`config.mk`:
```
export PLATFORM = sky130hd
export DESIGN_NAME = ppd_top
export DESIGN_NICKNAME = d
export VERILOG_FILES = /design/src/core/ppd_pkg.sv /design/src/core/ppd_top.sv
export VERILOG_INCLUDE_DIRS = /design/src /design/src/core
export SDC_FILE = /design/constraint.sdc
export NUM_CORES = 1
export LEC_CHECK = 0
export BUFFER_PORTS_ARGS = -buffer_cell sky130_fd_sc_hd__clkbuf_2
export CORE_ASPECT_RATIO = 0.75
export CORE_MARGIN = 2
export CORE_UTILIZATION = 50
export CTS_CLUSTER_SIZE = 20
export DETAILED_ROUTE_END_ITERATION = 7
export GPL_TIMING_DRIVEN = 0
export PLACE_DENSITY = 0.66
export SYNTH_ARGS = -nofsm -noshare
export SYNTH_HDL_FRONTEND = slang
export SYNTH_SLANG_ARGS = --single-unit
```
`constraint.sdc`:
```
create_clock -name clk -period 4.1 [get_ports clk]
set_input_delay 0.82 -clock clk [delete_from_list [all_inputs] [get_ports clk]]
set_output_delay 0.82 -clock clk [all_outputs]
set_load 0.005 [all_outputs]
```
`src/core/ppd_cfg.svh`:
```
// Offsets, field positions, reset values and timing counts of the port
// transfer control block.
// Assumes a 4-bit word address on the plain register port.
`ifndef PPD_CFG_SVH
`define PPD_CFG_SVH

`define PPD_ADDR_W          4
`define PPD_OFF_DATA        4'h0
`define PPD_OFF_STATUS      4'h1
`define PPD_OFF_DEVCTL      4'h2
`define PPD_OFF_ADDR_FIFO   4'h3
`define PPD_OFF_DATA_FIFO   4'h4
`define PPD_OFF_COMPAT_FIFO 4'h5
`define PPD_OFF_EXTCTL      4'h6
`define PPD_OFF_FAIRNESS    4'h7
`define PPD_OFF_SETUP       4'h8
`define PPD_OFF_CFG_A       4'h9
`define PPD_OFF_CFG_B       4'ha

`define PPD_RST_FAIRNESS    8'h07
`define PPD_RST_SETUP       8'h00
`define PPD_RST_DEVCTL      8'h00
`define PPD_RST_EXTCTL      8'h00

`define PPD_DEVCTL_STB      0
`define PPD_DEVCTL_AFD      1
`define PPD_DEVCTL_DIR      5
`define PPD_EXT_SERVICE     2
`define PPD_EXT_DMA_EN      3
`define PPD_SETUP_DEMAND    6
`define PPD_SETUP_USER      7
`define PPD_CFGA_USER       3

`define PPD_SYS_CLK_KHZ     250000
`define PPD_LOGIC_CLK_KHZ   24000
`define PPD_TICK_DIV        ((`PPD_SYS_CLK_KHZ + `PPD_LOGIC_CLK_KHZ - 1) / `PPD_LOGIC_CLK_KHZ)
`define PPD_FLUSH_TERM      8'hff
`define PPD_DEMAND_BURST    3'd4
`define PPD_THRESHOLD       5'd4
`define PPD_INACT_BASE      8'd8
`define PPD_INACT_STEP      8'd32
`define PPD_ACT_STEP        6'd4
`define PPD_ACT_MIN         6'd1

`endif

```
`src/core/ppd_pkg.sv`:
```
// Types shared by the port transfer control block.
// Assumes nothing beyond a SystemVerilog compiler.
package ppd_pkg;
    typedef enum logic [2:0]
    {
        PPD_M_STD    = 3'h0,
        PPD_M_BIDIR  = 3'h1,
        PPD_M_PFIFO  = 3'h2,
        PPD_M_EFIFO  = 3'h3,
        PPD_M_EPP    = 3'h4,
        PPD_M_RSVD   = 3'h5,
        PPD_M_TEST   = 3'h6,
        PPD_M_CONFIG = 3'h7
    } ppd_mode_t;

    typedef enum logic [4:0]
    {
        PPD_FW_IDLE  = 5'h01,
        PPD_FW_SETUP = 5'h02,
        PPD_FW_STB   = 5'h04,
        PPD_FW_WHI   = 5'h08,
        PPD_FW_WLO   = 5'h10
    } ppd_fw_state_t;
endpackage

```
`src/core/ppd_top.sv`:
```
// Parallel port transfer control: register file, tagged FIFO, DMA request
// with fairness and demand mode, flush time-out, forward writer, backward
// capture with run-length expansion.
// Assumes a plain one-cycle register port on clk and asynchronous pins.
`timescale 1ns/1ps
`default_nettype none
`include "ppd_cfg.svh"

module ppd_top
    import ppd_pkg::*;
#(
    parameter int DEPTH  = 16,
    parameter int CNT_W  = 5
)
(
    input  wire logic                   clk,
    input  wire logic                   rstn,
    input  wire logic [`PPD_ADDR_W-1:0] reg_addr,
    input  wire logic [7:0]             reg_wdata,
    input  wire logic                   reg_we,
    input  wire logic                   reg_re,
    output logic      [7:0]             reg_rdata,
    output logic                        dma_req,
    input  wire logic                   dma_ack_n,
    input  wire logic [7:0]             dma_wdata,
    output logic      [7:0]             dma_rdata,
    input  wire logic [7:0]             port_data_lines_i,
    output logic      [7:0]             port_data_lines_o,
    output logic                        port_data_lines_oe,
    output logic                        strobe_line_n,
    output logic                        autofeed_line_n,
    input  wire logic                   busy_line,
    input  wire logic                   peri_ack_n
);

    ////////////////////////////////////////////////////////////////////////
    // Pin synchronisers

    logic [1:0] ack_s_q;
    logic [1:0] busy_s_q;
    logic [1:0] pack_s_q;
    logic [7:0] dw_s1_q;
    logic [7:0] dw_s2_q;
    logic [7:0] pd_s1_q;
    logic [7:0] pd_s2_q;
    logic       ack_old_q;
    logic       pack_old_q;

    always_ff @(posedge clk or negedge rstn)
    begin
        if (!rstn)
        begin
            ack_s_q    <= 2'h3;
            busy_s_q   <= 2'h0;
            pack_s_q   <= 2'h3;
            dw_s1_q    <= 8'h00;
            dw_s2_q    <= 8'h00;
            pd_s1_q    <= 8'h00;
            pd_s2_q    <= 8'h00;
            ack_old_q  <= 1'b1;
            pack_old_q <= 1'b1;
        end
        else
        begin
            ack_s_q    <= {ack_s_q[0], dma_ack_n};
            busy_s_q   <= {busy_s_q[0], busy_line};
            pack_s_q   <= {pack_s_q[0], peri_ack_n};
            dw_s1_q    <= dma_wdata;
            dw_s2_q    <= dw_s1_q;
            pd_s1_q    <= port_data_lines_i;
            pd_s2_q    <= pd_s1_q;
            ack_old_q  <= ack_s_q[1];
            pack_old_q <= pack_s_q[1];
        end
    end

    wire busy     = busy_s_q[1];
    wire dma_xfer = ack_old_q & ~ack_s_q[1];
    wire peri_stb = pack_old_q & ~pack_s_q[1];

    ////////////////////////////////////////////////////////////////////////
    // Registers

    logic [7:0] data_q;
    logic [7:0] devctl_q;
    logic [7:0] extctl_q;
    logic [7:0] fair_q;
    logic [7:0] setup_q;
    logic       mode_chg_q;

    function automatic logic hit(input logic [`PPD_ADDR_W-1:0] off);
        return reg_addr == off;
    endfunction

    wire       wr_mode  = reg_we & hit(`PPD_OFF_EXTCTL);
    wire [2:0] mode     = extctl_q[7:5];
    wire       sw_mode  = (mode == PPD_M_STD) | (mode == PPD_M_BIDIR);
    wire       m_pfifo  = mode == PPD_M_PFIFO;
    wire       m_efifo  = mode == PPD_M_EFIFO;
    wire       hw_mode  = m_pfifo | m_efifo;
    wire       dma_mode = hw_mode | (mode == PPD_M_TEST);
    // Direction forced forward where the mode is one-way
    wire       dir_bwd  = devctl_q[`PPD_DEVCTL_DIR] &
                          ((mode == PPD_M_BIDIR) | m_efifo);
    wire       demand   = setup_q[`PPD_SETUP_DEMAND];
    wire       dma_en   = extctl_q[`PPD_EXT_DMA_EN] &
                          ~extctl_q[`PPD_EXT_SERVICE] & dma_mode;

    always_ff @(posedge clk or negedge rstn)
    begin
        if (!rstn)
        begin
            data_q     <= 8'h00;
            devctl_q   <= `PPD_RST_DEVCTL;
            extctl_q   <= `PPD_RST_EXTCTL;
            fair_q     <= `PPD_RST_FAIRNESS;
            setup_q    <= `PPD_RST_SETUP;
            mode_chg_q <= 1'b0;
        end
        else
        begin
            mode_chg_q <= wr_mode & (reg_wdata[7:5] != mode);
            if (reg_we & hit(`PPD_OFF_DATA))
                data_q <= reg_wdata;
            if (reg_we & hit(`PPD_OFF_DEVCTL))
                devctl_q <= reg_wdata;
            if (wr_mode)
                extctl_q <= {reg_wdata[7:2], 2'h0};
            if (reg_we & hit(`PPD_OFF_FAIRNESS))
                fair_q <= {1'b0, reg_wdata[6:4], 1'b0, reg_wdata[2:0]};
            if (reg_we & hit(`PPD_OFF_SETUP))
                setup_q <= reg_wdata;
        end
    end

    ////////////////////////////////////////////////////////////////////////
    // Tagged FIFO, bit 8 set marks a command byte

    localparam int IDX_W = $clog2(DEPTH);

    logic [8:0]       mem_q [DEPTH];
    logic [IDX_W-1:0] wp_q;
    logic [IDX_W-1:0] rp_q;
    logic [CNT_W-1:0] cnt_q;
    logic             push;
    logic [8:0]       push_val;
    logic             pop;

    wire fifo_full  = cnt_q == CNT_W'(DEPTH);
    wire fifo_empty = cnt_q == '0;
    wire [CNT_W-1:0] fifo_free = CNT_W'(DEPTH) - cnt_q;
    wire [8:0] head = mem_q[rp_q];
    wire flush = sw_mode | mode_chg_q;

    genvar gi;
    generate
        for (gi = 0; gi < DEPTH; gi++)
        begin : g_mem
            always_ff @(posedge clk or negedge rstn)
            begin
                if (!rstn)
                    mem_q[gi] <= 9'h000;
                else if (push & (wp_q == IDX_W'(gi)))
                    mem_q[gi] <= push_val;
            end
        end
    endgenerate

    always_ff @(posedge clk or negedge rstn)
    begin
        if (!rstn)
        begin
            wp_q  <= '0;
            rp_q  <= '0;
            cnt_q <= '0;
        end
        else if (flush)
        begin
            wp_q  <= '0;
            rp_q  <= '0;
            cnt_q <= '0;
        end
        else
        begin
            if (push)
                wp_q <= wp_q + IDX_W'(1);
            if (pop)
                rp_q <= rp_q + IDX_W'(1);
            cnt_q <= cnt_q + CNT_W'(push) - CNT_W'(pop);
        end
    end

    ////////////////////////////////////////////////////////////////////////
    // Push and pop sources

    logic [6:0] rle_q;
    logic [7:0] rle_byte_q;
    logic       rle_run_q;
    ppd_fw_state_t fw_q;

    wire fifo_wr_port = reg_we & (hit(`PPD_OFF_ADDR_FIFO) & m_efifo |
                                  hit(`PPD_OFF_DATA_FIFO) & m_efifo |
                                  hit(`PPD_OFF_COMPAT_FIFO) & m_pfifo);
    wire sw_push  = fifo_wr_port & ~dir_bwd & ~fifo_full;
    wire dma_push = dma_xfer & dma_req & ~dir_bwd & ~fifo_full;
    // Backward captures while RUN_LENGTH_EXPANDER run is idle; a byte arriving mid-run is lost
    wire peri_cap = peri_stb & m_efifo & dir_bwd & ~rle_run_q;
    wire peri_cmd = ~busy;
    wire rle_cmd  = peri_cap & peri_cmd & ~pd_s2_q[7];
    wire peri_push = (peri_cap & ~rle_cmd | rle_run_q) & ~fifo_full;
    wire fw_pop   = (fw_q == PPD_FW_IDLE) & hw_mode & ~dir_bwd &
                    ~fifo_empty;
    wire dma_pop  = dma_xfer & dma_req & dir_bwd & ~fifo_empty;
    wire sw_pop   = reg_re & hit(`PPD_OFF_DATA_FIFO) & dir_bwd & ~fifo_empty;

    always_comb
    begin
        push     = ~flush & (dma_push | sw_push | peri_push);
        pop      = ~flush & (dma_pop | fw_pop | sw_pop);
        // DMA bytes always carry a data tag
        if (dma_push)
            push_val = {1'b0, dw_s2_q};
        else if (sw_push)
            push_val = {hit(`PPD_OFF_ADDR_FIFO), reg_wdata};
        else if (rle_run_q)
            push_val = {1'b0, rle_byte_q};
        else
            push_val = {peri_cmd, pd_s2_q};
    end

    always_ff @(posedge clk or negedge rstn)
    begin
        if (!rstn)
        begin
            rle_q      <= 7'h00;
            rle_byte_q <= 8'h00;
            rle_run_q  <= 1'b0;
        end
        else if (flush)
        begin
            rle_q     <= 7'h00;
            rle_run_q <= 1'b0;
        end
        else if (rle_cmd)
            rle_q <= pd_s2_q[6:0];
        else if (peri_cap & ~peri_cmd & (rle_q != 7'h00))
        begin
            rle_byte_q <= pd_s2_q;
            rle_run_q  <= 1'b1;
        end
        else if (rle_run_q & ~fifo_full)
        begin
            rle_q <= rle_q - 7'h01;
            if (rle_q == 7'h01)
                rle_run_q <= 1'b0;
        end
    end

    ////////////////////////////////////////////////////////////////////////
    // Logic clock tick, flush time-out, fairness and request

    localparam int TDIV = `PPD_TICK_DIV;

    logic [3:0] tdiv_q;
    logic [7:0] flush_cnt_q;
    logic       flush_on_q;
    logic       flush_hit_q;
    logic [5:0] act_q;
    logic [7:0] inact_q;
    logic       hold_q;
    logic [2:0] burst_q;

    wire tick = tdiv_q == 4'(TDIV - 1);
    wire [5:0] act_lim = (fair_q[2:0] == 3'h0) ? `PPD_ACT_MIN :
                         `PPD_ACT_STEP * ({3'h0, fair_q[2:0]} + 6'd1);
    wire [7:0] inact_lim = `PPD_INACT_BASE +
                           `PPD_INACT_STEP * {5'h00, fair_q[6:4]};
    wire act_end  = dma_req & dma_xfer & (act_q + 6'd1 == act_lim);
    wire fair_ok  = ~hold_q;
    wire level_ok = dir_bwd ? (cnt_q >= `PPD_THRESHOLD)
                            : (fifo_free >= `PPD_THRESHOLD);
    wire can_serve = dir_bwd ? ~fifo_empty : ~fifo_full;
    wire burst_end = dma_xfer & (burst_q == `PPD_DEMAND_BURST - 3'd1);
    wire mech_rst  = mode_chg_q | ~dma_en;
    wire start_dem = demand & fair_ok & (level_ok | flush_hit_q);
    wire start_nd  = ~demand & fair_ok & can_serve;

    always_ff @(posedge clk or negedge rstn)
    begin
        if (!rstn)
            tdiv_q <= 4'h0;
        else
            tdiv_q <= tick ? 4'h0 : tdiv_q + 4'h1;
    end

    always_ff @(posedge clk or negedge rstn)
    begin
        if (!rstn)
        begin
            flush_cnt_q <= 8'h00;
            flush_on_q  <= 1'b0;
            flush_hit_q <= 1'b0;
        end
        else if (mech_rst | dma_req | ~dir_bwd | ~demand)
        begin
            flush_cnt_q <= 8'h00;
            flush_on_q  <= 1'b0;
            flush_hit_q <= 1'b0;
        end
        else
        begin
            if (peri_push)
                flush_on_q <= 1'b1;
            if (flush_on_q & tick)
            begin
                flush_cnt_q <= flush_cnt_q + 8'h01;
                if (flush_cnt_q == `PPD_FLUSH_TERM)
                    flush_hit_q <= 1'b1;
            end
        end
    end

    always_ff @(posedge clk or negedge rstn)
    begin
        if (!rstn)
        begin
            dma_req <= 1'b0;
            act_q   <= 6'h00;
            inact_q <= 8'h00;
            hold_q  <= 1'b0;
            burst_q <= 3'h0;
        end
        else if (mech_rst)
        begin
            dma_req <= 1'b0;
            act_q   <= 6'h00;
            inact_q <= 8'h00;
            hold_q  <= 1'b0;
            burst_q <= 3'h0;
        end
        else if (hold_q)
        begin
            if (tick)
                inact_q <= inact_q + 8'h01;
            if (tick & (inact_q + 8'h01 >= inact_lim))
                hold_q <= 1'b0;
        end
        else if (dma_req)
        begin
            if (dma_xfer)
            begin
                act_q   <= act_q + 6'd1;
                burst_q <= burst_end ? 3'h0 : burst_q + 3'h1;
            end
            if (act_end)
            begin
                dma_req <= 1'b0;
                hold_q  <= 1'b1;
                inact_q <= 8'h00;
                act_q   <= 6'h00;
                burst_q <= 3'h0;
            end
            else if (demand ? (burst_end & ~level_ok) | ~can_serve
                            : ~can_serve)
            begin
                dma_req <= 1'b0;
                act_q   <= 6'h00;
                burst_q <= 3'h0;
            end
        end
        else if (start_dem | start_nd)
            dma_req <= 1'b1;
    end

    ////////////////////////////////////////////////////////////////////////
    // Forward writer

    logic [7:0] fw_data_q;
    logic       fw_tag_q;
    logic       fw_stb_q;

    always_ff @(posedge clk or negedge rstn)
    begin
        if (!rstn)
        begin
            fw_q      <= PPD_FW_IDLE;
            fw_data_q <= 8'h00;
            fw_tag_q  <= 1'b0;
            fw_stb_q  <= 1'b0;
        end
        else if (~hw_mode | dir_bwd)
        begin
            fw_q     <= PPD_FW_IDLE;
            fw_stb_q <= 1'b0;
        end
        else
        begin
            case (fw_q)
                PPD_FW_IDLE:
                    if (fw_pop)
                    begin
                        fw_data_q <= head[7:0];
                        fw_tag_q  <= head[8];
                        fw_q      <= PPD_FW_SETUP;
                    end
                PPD_FW_SETUP:
                    if (~busy)
                    begin
                        fw_stb_q <= 1'b1;
                        fw_q     <= PPD_FW_STB;
                    end
                // 010 ends the strobe itself but still waits out busy: the
                // synchronised busy lags the pin, so a quick second strobe
                // would land on a busy peripheral. Hangs if busy never rises.
                PPD_FW_STB:
                begin
                    if (m_pfifo)
                        fw_stb_q <= 1'b0;
                    fw_q <= PPD_FW_WHI;
                end
                PPD_FW_WHI:
                    if (busy)
                    begin
                        fw_stb_q <= 1'b0;
                        fw_q     <= PPD_FW_WLO;
                    end
                PPD_FW_WLO:
                    if (~busy)
                        fw_q <= PPD_FW_IDLE;
                default:
                    fw_q <= PPD_FW_IDLE;
            endcase
        end
    end

    ////////////////////////////////////////////////////////////////////////
    // Pins and read data

    logic [7:0] rd_mux;

    wire [7:0] cfg_a = 8'(setup_q[`PPD_SETUP_USER]) << `PPD_CFGA_USER;
    wire [7:0] cfg_b = {2'h0, setup_q[5:3], 1'b0, setup_q[1:0]};
    wire [7:0] ext_rd = {extctl_q[7:2], fifo_full, fifo_empty};
    wire [7:0] stat_rd = {~busy, 7'h00};
    // Software modes drive each line low while its device control bit is set
    wire pin_stb = hw_mode ? fw_stb_q : devctl_q[`PPD_DEVCTL_STB];
    wire pin_afd = m_efifo ? fw_tag_q
                           : devctl_q[`PPD_DEVCTL_AFD];

    always_comb
    begin
        rd_mux = 8'h00;
        case (reg_addr)
            `PPD_OFF_DATA:      rd_mux = data_q;
            `PPD_OFF_STATUS:    rd_mux = stat_rd;
            `PPD_OFF_DEVCTL:    rd_mux = devctl_q;
            `PPD_OFF_DATA_FIFO: rd_mux = head[7:0];
            `PPD_OFF_EXTCTL:    rd_mux = ext_rd;
            `PPD_OFF_FAIRNESS:  rd_mux = fair_q;
            `PPD_OFF_SETUP:     rd_mux = setup_q;
            `PPD_OFF_CFG_A:     rd_mux = cfg_a;
            `PPD_OFF_CFG_B:     rd_mux = cfg_b;
            default:            rd_mux = 8'h00;
        endcase
    end

    always_ff @(posedge clk or negedge rstn)
    begin
        if (!rstn)
        begin
            reg_rdata          <= 8'h00;
            dma_rdata          <= 8'h00;
            port_data_lines_o  <= 8'h00;
            port_data_lines_oe <= 1'b0;
            strobe_line_n      <= 1'b1;
            autofeed_line_n    <= 1'b1;
        end
        else
        begin
            reg_rdata          <= reg_re ? rd_mux : 8'h00;
            dma_rdata          <= head[7:0];
            port_data_lines_o  <= hw_mode ? fw_data_q : data_q;
            port_data_lines_oe <= ~dir_bwd;
            strobe_line_n      <= ~pin_stb;
            autofeed_line_n    <= ~pin_afd;
        end
    end

endmodule // ppd_top

`default_nettype wire

```
==> run summary, run 1 <==
row cnt: 54
final worst hold slack: 0.345 ns
synth unique cells: 68
min-delay worst type: reg2reg
crit end category: flip-flop
Final Wtd Congestion: 0.860
power per cell area: 517 nW/um^2
Worst Path Max Fanout: 10
area grow syn2layout: 14.7%
DRC: 0
most frequent cells in the layout: dfrtp_1, nand2_1, o21ai_0
reg-to-reg critical path endpoint: cnt_q[4]
Place WS: -0.373 ns
period utilisation layout: 92.1%
Net Count, Synth: 1370
Routed WL: 36900 microns
largest net degree at the start of global routing: 100
worst hold start: pd_s1_q[4]
CP Launch Type: flip-flop
DR iter-0 viols: 849
Placed Cells: 1761
number of global-route vias before repair: 10300
Mapped Avg Cell Area: 11.3 sq um
main flop type after synthesis: dfrtp_1
Num CTS Buffers: 35
RSZ-0062 raised after global routing: no
Die Y: 153 microns
Syn Inst Count: 1306
Synth async-reset ratio: 100%
Critical Path AT: 4.17 ns
commonest non-fill, non-tap cell in the layout: dfrtp_1
endpoints failing hold: 0
DRT Pass-1 Iters: 6
Pleak: 7.59 nW
Final #Nets: 1469
Register-to-Register Path Depth: 20
Clk Latency, worst-skew pair: 0.54 ns
share of post-route cells with drive strength above 1: 21.4%
initial antenna violation count: 2
reg2reg setup slack: 0.33 ns
final setup violation count: 0
Cell Area, Synth: 14800 sq um
first-pass GRT wire length: 58800 microns
Final ANT Viol Nets: 0
clock-pin slew on the worst setup and hold paths: 0.06 ns
I/O Pins: 63
CTS tree: done
status: complete, no violations
Tmin final: 3.77 ns
Critical R2R Launch: cnt_q[2]
Avg Vias per Cell: 5.75
Seq pwr share: 42.1%
Worst Tran Pin Value: 1.23 ns
Seq/Total Area, Yosys: 55.0%
port bufs: 60
Clock Power Share: 38.9%
total grt overflow: 0
drt wl/cell: 20.2 microns
CP Class: reg2reg
Total GRT Usage: 24.6%
Comb power frac: 19.0%
Worst Skew: 0.0272 ns
Slew Limit Fails: 0
total vias in the final route: 10500
Setup Buffers After CTS: 0
Max-Cap Viols: 0
htree depth: 2
Layout Cells excl Fill: 1823
Fill cells: 2391
total core area: 29100 sq um
CTS sink count: 325
number of synthesized flops with an enable pin: 0
slack of the critical path: 0.325 ns
area of the die: 31000 sq um
Worst slew margin: 17.3%
DP Wirelength: 26000 microns
WP data required: 4.49 ns
final core utilization: 58.4%
VDD IR-drop max: 0.276 mV
net switching power figure: 0.00248 W
Pint: 0.00632 W
synthesized flop and latch total: 325
FMAX: 265 MHz
sw frac: 28.2%
clk buf depth: 3
Hold Path Depth: 0
CTS Root Cell: clkbuf_16
hold endpoint: pd_s2_q[4]
Yosys Warn Count: 0
# diodes: 0
DIE WIDTH: 203 microns
initial core utilization: 50.9%
## power by group through the flow
stage	registers [W]	logic, W	clock network (W)
floorplan	0.00371	0.00110	0
global placement	0.00375	0.00161	0
detailed placement	0.00376	0.00165	0
CTS	0.00370	0.00166	0.00348
global route	0.00374	0.00184	0.00363
finish	0.00370	0.00167	0.00342
## Yosys cell counts (3+ instances only)
master | number | area [sq um]
a211oi_1 | 8 | 60.1
a21oi_1 | 53 | 265
a22oi_1 | 10 | 75.1
a31oi_1 | 11 | 68.8
and3b_1 | 4 | 35.0
buf_1 | 3 | 11.3
buf_2 | 25 | 125
buf_4 | 4 | 30.0
buf_6 | 6 | 67.6
clkbuf_1 | 32 | 120
dfrtp_1 | 313 | 7830
dfstp_2 | 12 | 315
ha_1 | 28 | 350
inv_1 | 35 | 131
mux2_1 | 6 | 67.6
mux2_2 | 64 | 721
mux2i_1 | 21 | 210
mux4_2 | 45 | 1010
nand2_1 | 202 | 758
nand2b_1 | 13 | 81.3
nand3_1 | 17 | 85.1
nand3b_1 | 6 | 45.0
nand4_1 | 8 | 50.1
nor2_1 | 94 | 353
nor2b_1 | 11 | 68.8
nor3_1 | 13 | 65.1
nor3b_1 | 3 | 22.5
nor4_1 | 3 | 18.8
nor4b_1 | 3 | 26.3
o211a_1 | 5 | 50.1
o211ai_1 | 10 | 75.1
o211ai_2 | 12 | 150
o21ai_0 | 131 | 656
o21ai_1 | 6 | 30.0
o21bai_1 | 5 | 37.5
o22ai_1 | 4 | 25.0
or2_2 | 4 | 25.0
or3_1 | 7 | 43.8
xnor2_1 | 19 | 166
xor2_1 | 14 | 123
## per-layer routing
metal,up-vias,wire length [microns],track usage (%)
met1,5271,17600,37.9
met4,0,663,6.01
met2,348,15300,34.0
li1,4800,-,-
met5,-,0,0
met3,59,3340,7.14
## worst max-delay path: stages, from the launching register on
cell	delay, ns
dfrtp_2	0.41
inv_1	0.09
ha_1	0.19
and3_1	0.22
ha_4	0.24
nor3_4	0.23
buf_6	0.20
o21bai_1	0.13
buf_4	0.22
buf_4	0.21
o21ai_0	0.10
ha_1	0.28
inv_1	0.06
ha_1	0.17
inv_1	0.06
fa_1	0.40
nor2_1	0.12
nor2_1	0.05
nor2_1	0.10
or3_1	0.12
a21oi_1	0.06
## registers in the layout, indices dropped and copies added, names as in the netlist, 5 cells and up
signal             count
act_q                  6
port_data_lines_o      8
mem_q                144
pd_s2_q                8
inact_q                8
fw_data_q              8
pd_s1_q                8
rle_byte_q             8
data_q                 8
fair_q                 6
rle_q                  7
dma_rdata              8
dw_s2_q                8
flush_cnt_q            8
devctl_q               8
reg_rdata              8
fw_q                   5
setup_q                8
cnt_q                  5
dw_s1_q                8
extctl_q               6
## stage by stage
stage | power [W] | TNS, ns | cell area (sq um)
detailed placement | 0.00540 | -0.743 | 15700
global route | 0.00921 | 0 | 17000
CTS | 0.00884 | 0 | 17000
finish | 0.00879 | 0 | 17000
global placement | 0.00536 | -1527.67 | 15600
floorplan | 0.00480 | 0 | 14800
## layout make-up
type | instances | area [sq um] | share of cell area (%)
inverter | 36 | 135 | 0.795
buffer | 69 | 350 | 2.06
clock inverter | 12 | 221 | 1.30
clock buffer | 51 | 1050 | 6.15
multi-input combinational | 875 | 6210 | 36.6
tap | 392 | 490 | 2.89
timing repair buffer | 63 | 392 | 2.30
sequential | 325 | 8150 | 47.9
## cell families after synthesis
group                      share of synthesized area [%]
buffers and inverters                               3.30
DFF                                                 55.0
and+or+nand+nor                                     12.1
adders and majority gates                           2.50
xor gates and xnor gates                            2.11
muxes                                               13.8
AOI/OAI and AO/OA                                   11.2
## worst max-delay path by stage
stage,from,cells after the start,endpoint
after CTS,cnt_q[2],20,cnt_q[4]
after global routing,cnt_q[2],20,cnt_q[4]
after detailed placement,reg_addr[2],17,cnt_q[4]
after floorplan,reg_addr[1],16,cnt_q[4]
after global placement,rstn,1,mem_q[61]
final,cnt_q[2],20,cnt_q[4]
## timing repair
| item | 4_1_cts | 5_1_grt |
|---|---|---|
| setup endpoints to repair | 1 | 3 |
| gates resized for setup | 1 | 5 |
| hold buffers | 0 | 0 |
(Power assumes the default switching activity.)
==> run 2, diff against run 1 <==
- CORE_ASPECT_RATIO: 0.75 -> 1.25
==> run 2 against run 1 <==
Effect of this change: sequential power about the same; design area decreased by 0.88%; utilization decreased by 0.77 points; clock-buffer cell count decreased by 1; first-iteration DRC count decreased by 21%; setup slack got worse by 0.049 ns; largest cell class unchanged; highest routed layer unchanged.
==> run summary, run 2 (same netlist as run 1, synthesis figures left out) <==
status: complete, no violations
Die Y: 196 microns
VDD IR-drop max: 0.339 mV
# diodes: 0
Worst path max stage delay: 0.42 ns
Fill cells: 2528
reg2reg setup slack: 0.28 ns
I/O Pins: 63
row cnt: 70
Worst slew margin: 31.0%
clock-pin slew on the worst setup and hold paths: 0.06 ns
CP Cell Sequence: inv_1 -> ha_1 -> and3_1 -> ha_2 -> nor3_2 -> buf_6 -> o21bai_1 -> buf_4 -> buf_4 -> o21ai_0 -> ha_1 -> inv_1 -> ha_1 -> inv_1 -> fa_1 -> nor2_1 -> nor2_1 -> nor2_1 -> or3_1 -> a21oi_1
power per cell area: 500 nW/um^2
largest net degree at the start of global routing: 116
number of global-route vias before repair: 10600
Final Wtd Congestion: 0.881
crit path max-delay cell type: dfrtp_2
worst hold start: dw_s1_q[4]
CTS Root Cell: clkbuf_16
Worst Tran Pin Value: 1.03 ns
Worst Skew: 0.0186 ns
min-delay worst type: reg2reg
Max-Cap Viols: 0
Critical R2R Launch: cnt_q[2]
initial antenna violation count: 0
Pleak: 7.55 nW
crit end category: flip-flop
area of the die: 31000 sq um
drt wl/cell: 19.8 microns
Place WS: -0.418 ns
DRC: 0
Hold Path Depth: 0
hold endpoint: dw_s2_q[4]
most frequent cells in the layout: dfrtp_1, nand2_1, o21ai_0
commonest non-fill, non-tap cell in the layout: dfrtp_1
period utilisation layout: 93.3%
WP buf/inv: 6
Total GRT Usage: 24.4%
Hold-fix buffers, CTS: 0
endpoints failing hold: 0
DR iter-0 viols: 673
total vias in the final route: 10300
port bufs: 60
htree depth: 2
initial core utilization: 50.7%
first-pass GRT wire length: 58200 microns
final core utilization: 57.6%
CTS tree: done
share of post-route cells with drive strength above 1: 21.3%
WP data required: 4.47 ns
reg-to-reg critical path endpoint: cnt_q[4]
CP Class: reg2reg
CP Launch Type: flip-flop
total power draw: 0.00842 W
Register-to-Register Path Depth: 20
max reg flops: 144
Clk Latency, worst-skew pair: 0.52 ns
CP delay by family, top: adder cells
slack of the critical path: 0.276 ns
setup TNS: 0 ns
DRT Pass-1 Iters: 5
total core area: 29300 sq um
Tmin final: 3.82 ns
Biggest register: mem_q
Critical Path AT: 4.19 ns
CTS sink count: 325
final instance area: 16800 sq um
Final #Nets: 1474
DIE WIDTH: 158 microns
area grow syn2layout: 13.7%
FMAX: 262 MHz
clk buf depth: 3
Num CTS Buffers: 34
Post-DP Area: 15700 sq um
Slew Limit Fails: 0
total grt overflow: 0
DP Wirelength: 25600 microns
Final ANT Viol Nets: 0
Worst Path Max Fanout: 10
final setup violation count: 0
Avg Vias per Cell: 5.65
Routed WL: 36300 microns
==> run 2: where the power goes <==
part           total [W]  internal, W  switching [W]  leakage, nW
sequential       0.00370      0.00351       0.000189         4.30
clock            0.00306      0.00182        0.00123        0.548
combinational    0.00166     0.000699       0.000965         2.70
==> run 2: timing repair <==
item                                    in CTS  in global routing
setup buffers                                0                  7
endpoints found under the setup margin       1                  3
resized for setup                            1                  3
pin swaps                                    0                  0
==> run 2: stage by stage <==
step	instances	hold WS [ns]
floorplan	1306	0.331
global placement	1762	0.333
detailed placement	1764	0.335
CTS	1822	0.347
global route	1829	0.352
finish	1829	0.345
==> run 2: how the worst max path moves through the flow <==
| stage | from | to | slack [ns] | cells past startpoint |
|---|---|---|---|---|
| 2_1_floorplan | reg_addr[1] | cnt_q[4] | 0.42 | 16 |
| 3_5_place_dp | reg_addr[2] | cnt_q[4] | -0.42 | 17 |
| 3_3_place_gp | rstn | mem_q[7] | -4.77 | 1 |
| 4_1_cts | cnt_q[2] | cnt_q[4] | 0.03 | 20 |
| 6_report | cnt_q[2] | cnt_q[4] | 0.28 | 20 |
| 5_1_grt | cnt_q[2] | cnt_q[4] | -0.004 | 20 |
==> run 2: cell type report <==
| class | instances | area [sq um] | area share (%) |
|---|---|---|---|
| Sequential cell | 325 | 8150 | 48.4 |
| Buffer | 69 | 350 | 2.08 |
| Multi-Input combinational cell | 875 | 6200 | 36.8 |
| Tap cell | 396 | 495 | 2.94 |
| Clock buffer | 50 | 1000 | 5.95 |
| Inverter | 36 | 135 | 0.802 |
| Timing Repair Buffer | 69 | 417 | 2.47 |
| Clock inverter | 9 | 103 | 0.609 |
==> run 2: metal layers <==
layer	part of all wire, %	wire length (microns)	track usage [%]	vias to the layer above
met5	0	0	0	-
met4	5.4	1960	12.3	0
met3	4.1	1500	3.52	84
met2	50	18200	41.3	247
met1	40	14700	30.7	5189
li1	-	-	-	4810
==> run 3, diff against run 2 <==
- CAP_MARGIN: unset -> 10
- RECOVER_POWER: unset -> 50
==> run 3 against run 2 <==
Effect of this change: the flow now finishes with violations (capacitance limit, slew limit); setup slack lost 0.0052 ns; combinational power is essentially flat; sequential share of layout area grew 0.090 points; critical path depth is the same; utilization shrank 0.11 points; die area is the same; worst hold slack is essentially flat; clock skew is essentially flat; wire length is essentially flat; via count is essentially flat; first-iteration DRC count grew 0.30%; critical path type unchanged; critical endpoint unchanged; largest power group unchanged; highest routed layer unchanged.
==> run summary, run 3 (same netlist as run 1, synthesis figures left out) <==
share of post-route cells with drive strength above 1: 20.8%
slack of the critical path: 0.271 ns
Seq pwr share: 44.0%
Clk Latency, worst-skew pair: 0.52 ns
CTS tree: done
htree depth: 2
Hold-fix buffers, CTS: 0
Hold Path Depth: 0
Place WS: -0.418 ns
initial antenna violation count: 0
sw frac: 28.3%
clk buf depth: 3
DP Wirelength: 25600 microns
Worst Skew: 0.0186 ns
CP Class: reg2reg
largest net degree at the start of global routing: 116
total core area: 29300 sq um
area grow syn2layout: 13.5%
Biggest register: mem_q
CTS Root Cell: clkbuf_16
Slew Limit Fails: 103
DRC: 0
Worst slew margin: -71.5%
final instance area: 16800 sq um
Pleak: 7.52 nW
number of global-route vias before repair: 10600
net switching power figure: 0.00239 W
drt wl/cell: 19.8 microns
area of the die: 31000 sq um
CTS sink count: 325
Die Y: 196 microns
FMAX: 261 MHz
Comb power frac: 19.7%
port bufs: 60
total vias in the final route: 10300
Placed Cells: 1764
Layout Cells excl Fill: 1829
max reg flops: 144
clock-pin slew on the worst setup and hold paths: 0.06 ns
Pint: 0.00603 W
VDD IR-drop max: 0.339 mV
DR iter-0 viols: 675
total grt overflow: 0
Critical Path AT: 4.20 ns
endpoints failing hold: 0
DRT Pass-1 Iters: 5
Num CTS Buffers: 34
Register-to-Register Path Depth: 20
Clock Power Share: 36.3%
failing checks: capacitance limit, slew limit
multi-input logic area: 6200 sq um
Avg Vias per Cell: 5.64
DIE WIDTH: 158 microns
Final #Nets: 1474
Tmin final: 3.83 ns
Worst Path Max Fanout: 10
FF+latch area: 8150 sq um
CP Launch Type: flip-flop
Final ANT Viol Nets: 0
Fill cells: 2539
first-pass GRT wire length: 58200 microns
status: finished with violations
power per cell area: 500 nW/um^2
min-delay worst type: reg2reg
WP data required: 4.47 ns
most frequent cells in the layout: dfrtp_1, nand2_1, o21ai_0
initial core utilization: 50.7%
Final Wtd Congestion: 0.881
Total GRT Usage: 24.4%
period utilisation layout: 93.4%
Max-Cap Viols: 1
row cnt: 70
# diodes: 0
Worst Tran Pin Value: 2.57 ns
Post-DP Area: 15700 sq um
I/O Pins: 63
commonest non-fill, non-tap cell in the layout: dfrtp_1
Routed WL: 36300 microns
final setup violation count: 0
crit end category: flip-flop
run 3: changes by cell type in the layout (fill, tap and decap cells not counted):
cell,before,now
buf_16,2,1
buf_2,25,24
buf_6,6,7
clkbuf_1,39,44
clkbuf_2,59,56
clkbuf_8,8,7
dfstp_1,0,2
dfstp_2,12,10
run 3: routing by layer:
metal	vias to the layer above	wire, microns	global-route usage (%)
met5	-	0	0
met4	0	1970	12.3
met3	84	1460	3.52
met2	238	18200	41.3
met1	5188	14700	30.7
li1	4811	-	-
run 3: worst paths after layout:
check                      startpoint             end  slack, ns
max                          cnt_q[2]        cnt_q[4]       0.27
min                        dw_s1_q[4]      dw_s2_q[4]       0.34
max reg2reg                  cnt_q[2]        cnt_q[4]       0.27
min reg2reg                dw_s1_q[4]      dw_s2_q[4]       0.34
max in group asynchronous        rstn       mem_q[37]       0.91
min in group asynchronous        rstn  flush_cnt_q[5]       1.12
run 3: final cells by class:
cell class	instances	area share, %
Clock buffer	50	5.96
Multi-Input combinational cell	875	36.8
Inverter	36	0.804
Buffer	69	2.08
Clock inverter	9	0.610
Sequential cell	325	48.5
Tap cell	396	2.95
Timing Repair Buffer	69	2.30
run 3: stage by stage:
stage	total power [W]	hold WS (ns)	utilization, %	TNS [ns]
2_1_floorplan	0.00480	0.331	-	0
3_3_place_gp	0.00538	0.333	53.4	-1514.53
3_5_place_dp	0.00542	0.335	53.6	-0.888
4_1_cts	0.00849	0.347	57.4	0
5_1_grt	0.00882	0.352	57.5	-0.00411
6_report	0.00842	0.345	57.5	0
run 3: repair_timing:
item / CTS / global route
hold endpoints to repair: 0 / 0
endpoints found under the setup margin: 1 / 3
setup buffers: 0 / 7
resized for setup: 1 / 3
run 3: critical path: stages (launching register included):
cell and delay, ns:
dfrtp_2 0.42, inv_1 0.09, ha_1 0.19, and3_1 0.20, ha_2 0.28, nor3_2 0.26
buf_6 0.21, o21bai_1 0.17, buf_4 0.20, buf_4 0.19, o21ai_0 0.09, ha_1 0.27
inv_1 0.06, ha_1 0.15, inv_1 0.05, fa_1 0.40, nor2_1 0.13, nor2_1 0.05
nor2_1 0.10, or3_1 0.12, a21oi_1 0.06
run 3: power by group through the flow:
stage	combinational, W	clock, W	sequential, W
5_1_grt	0.00184	0.00324	0.00374
2_1_floorplan	0.00110	0	0.00371
3_5_place_dp	0.00166	0	0.00376
4_1_cts	0.00167	0.00312	0.00370
3_3_place_gp	0.00163	0	0.00375
6_report	0.00166	0.00305	0.00370
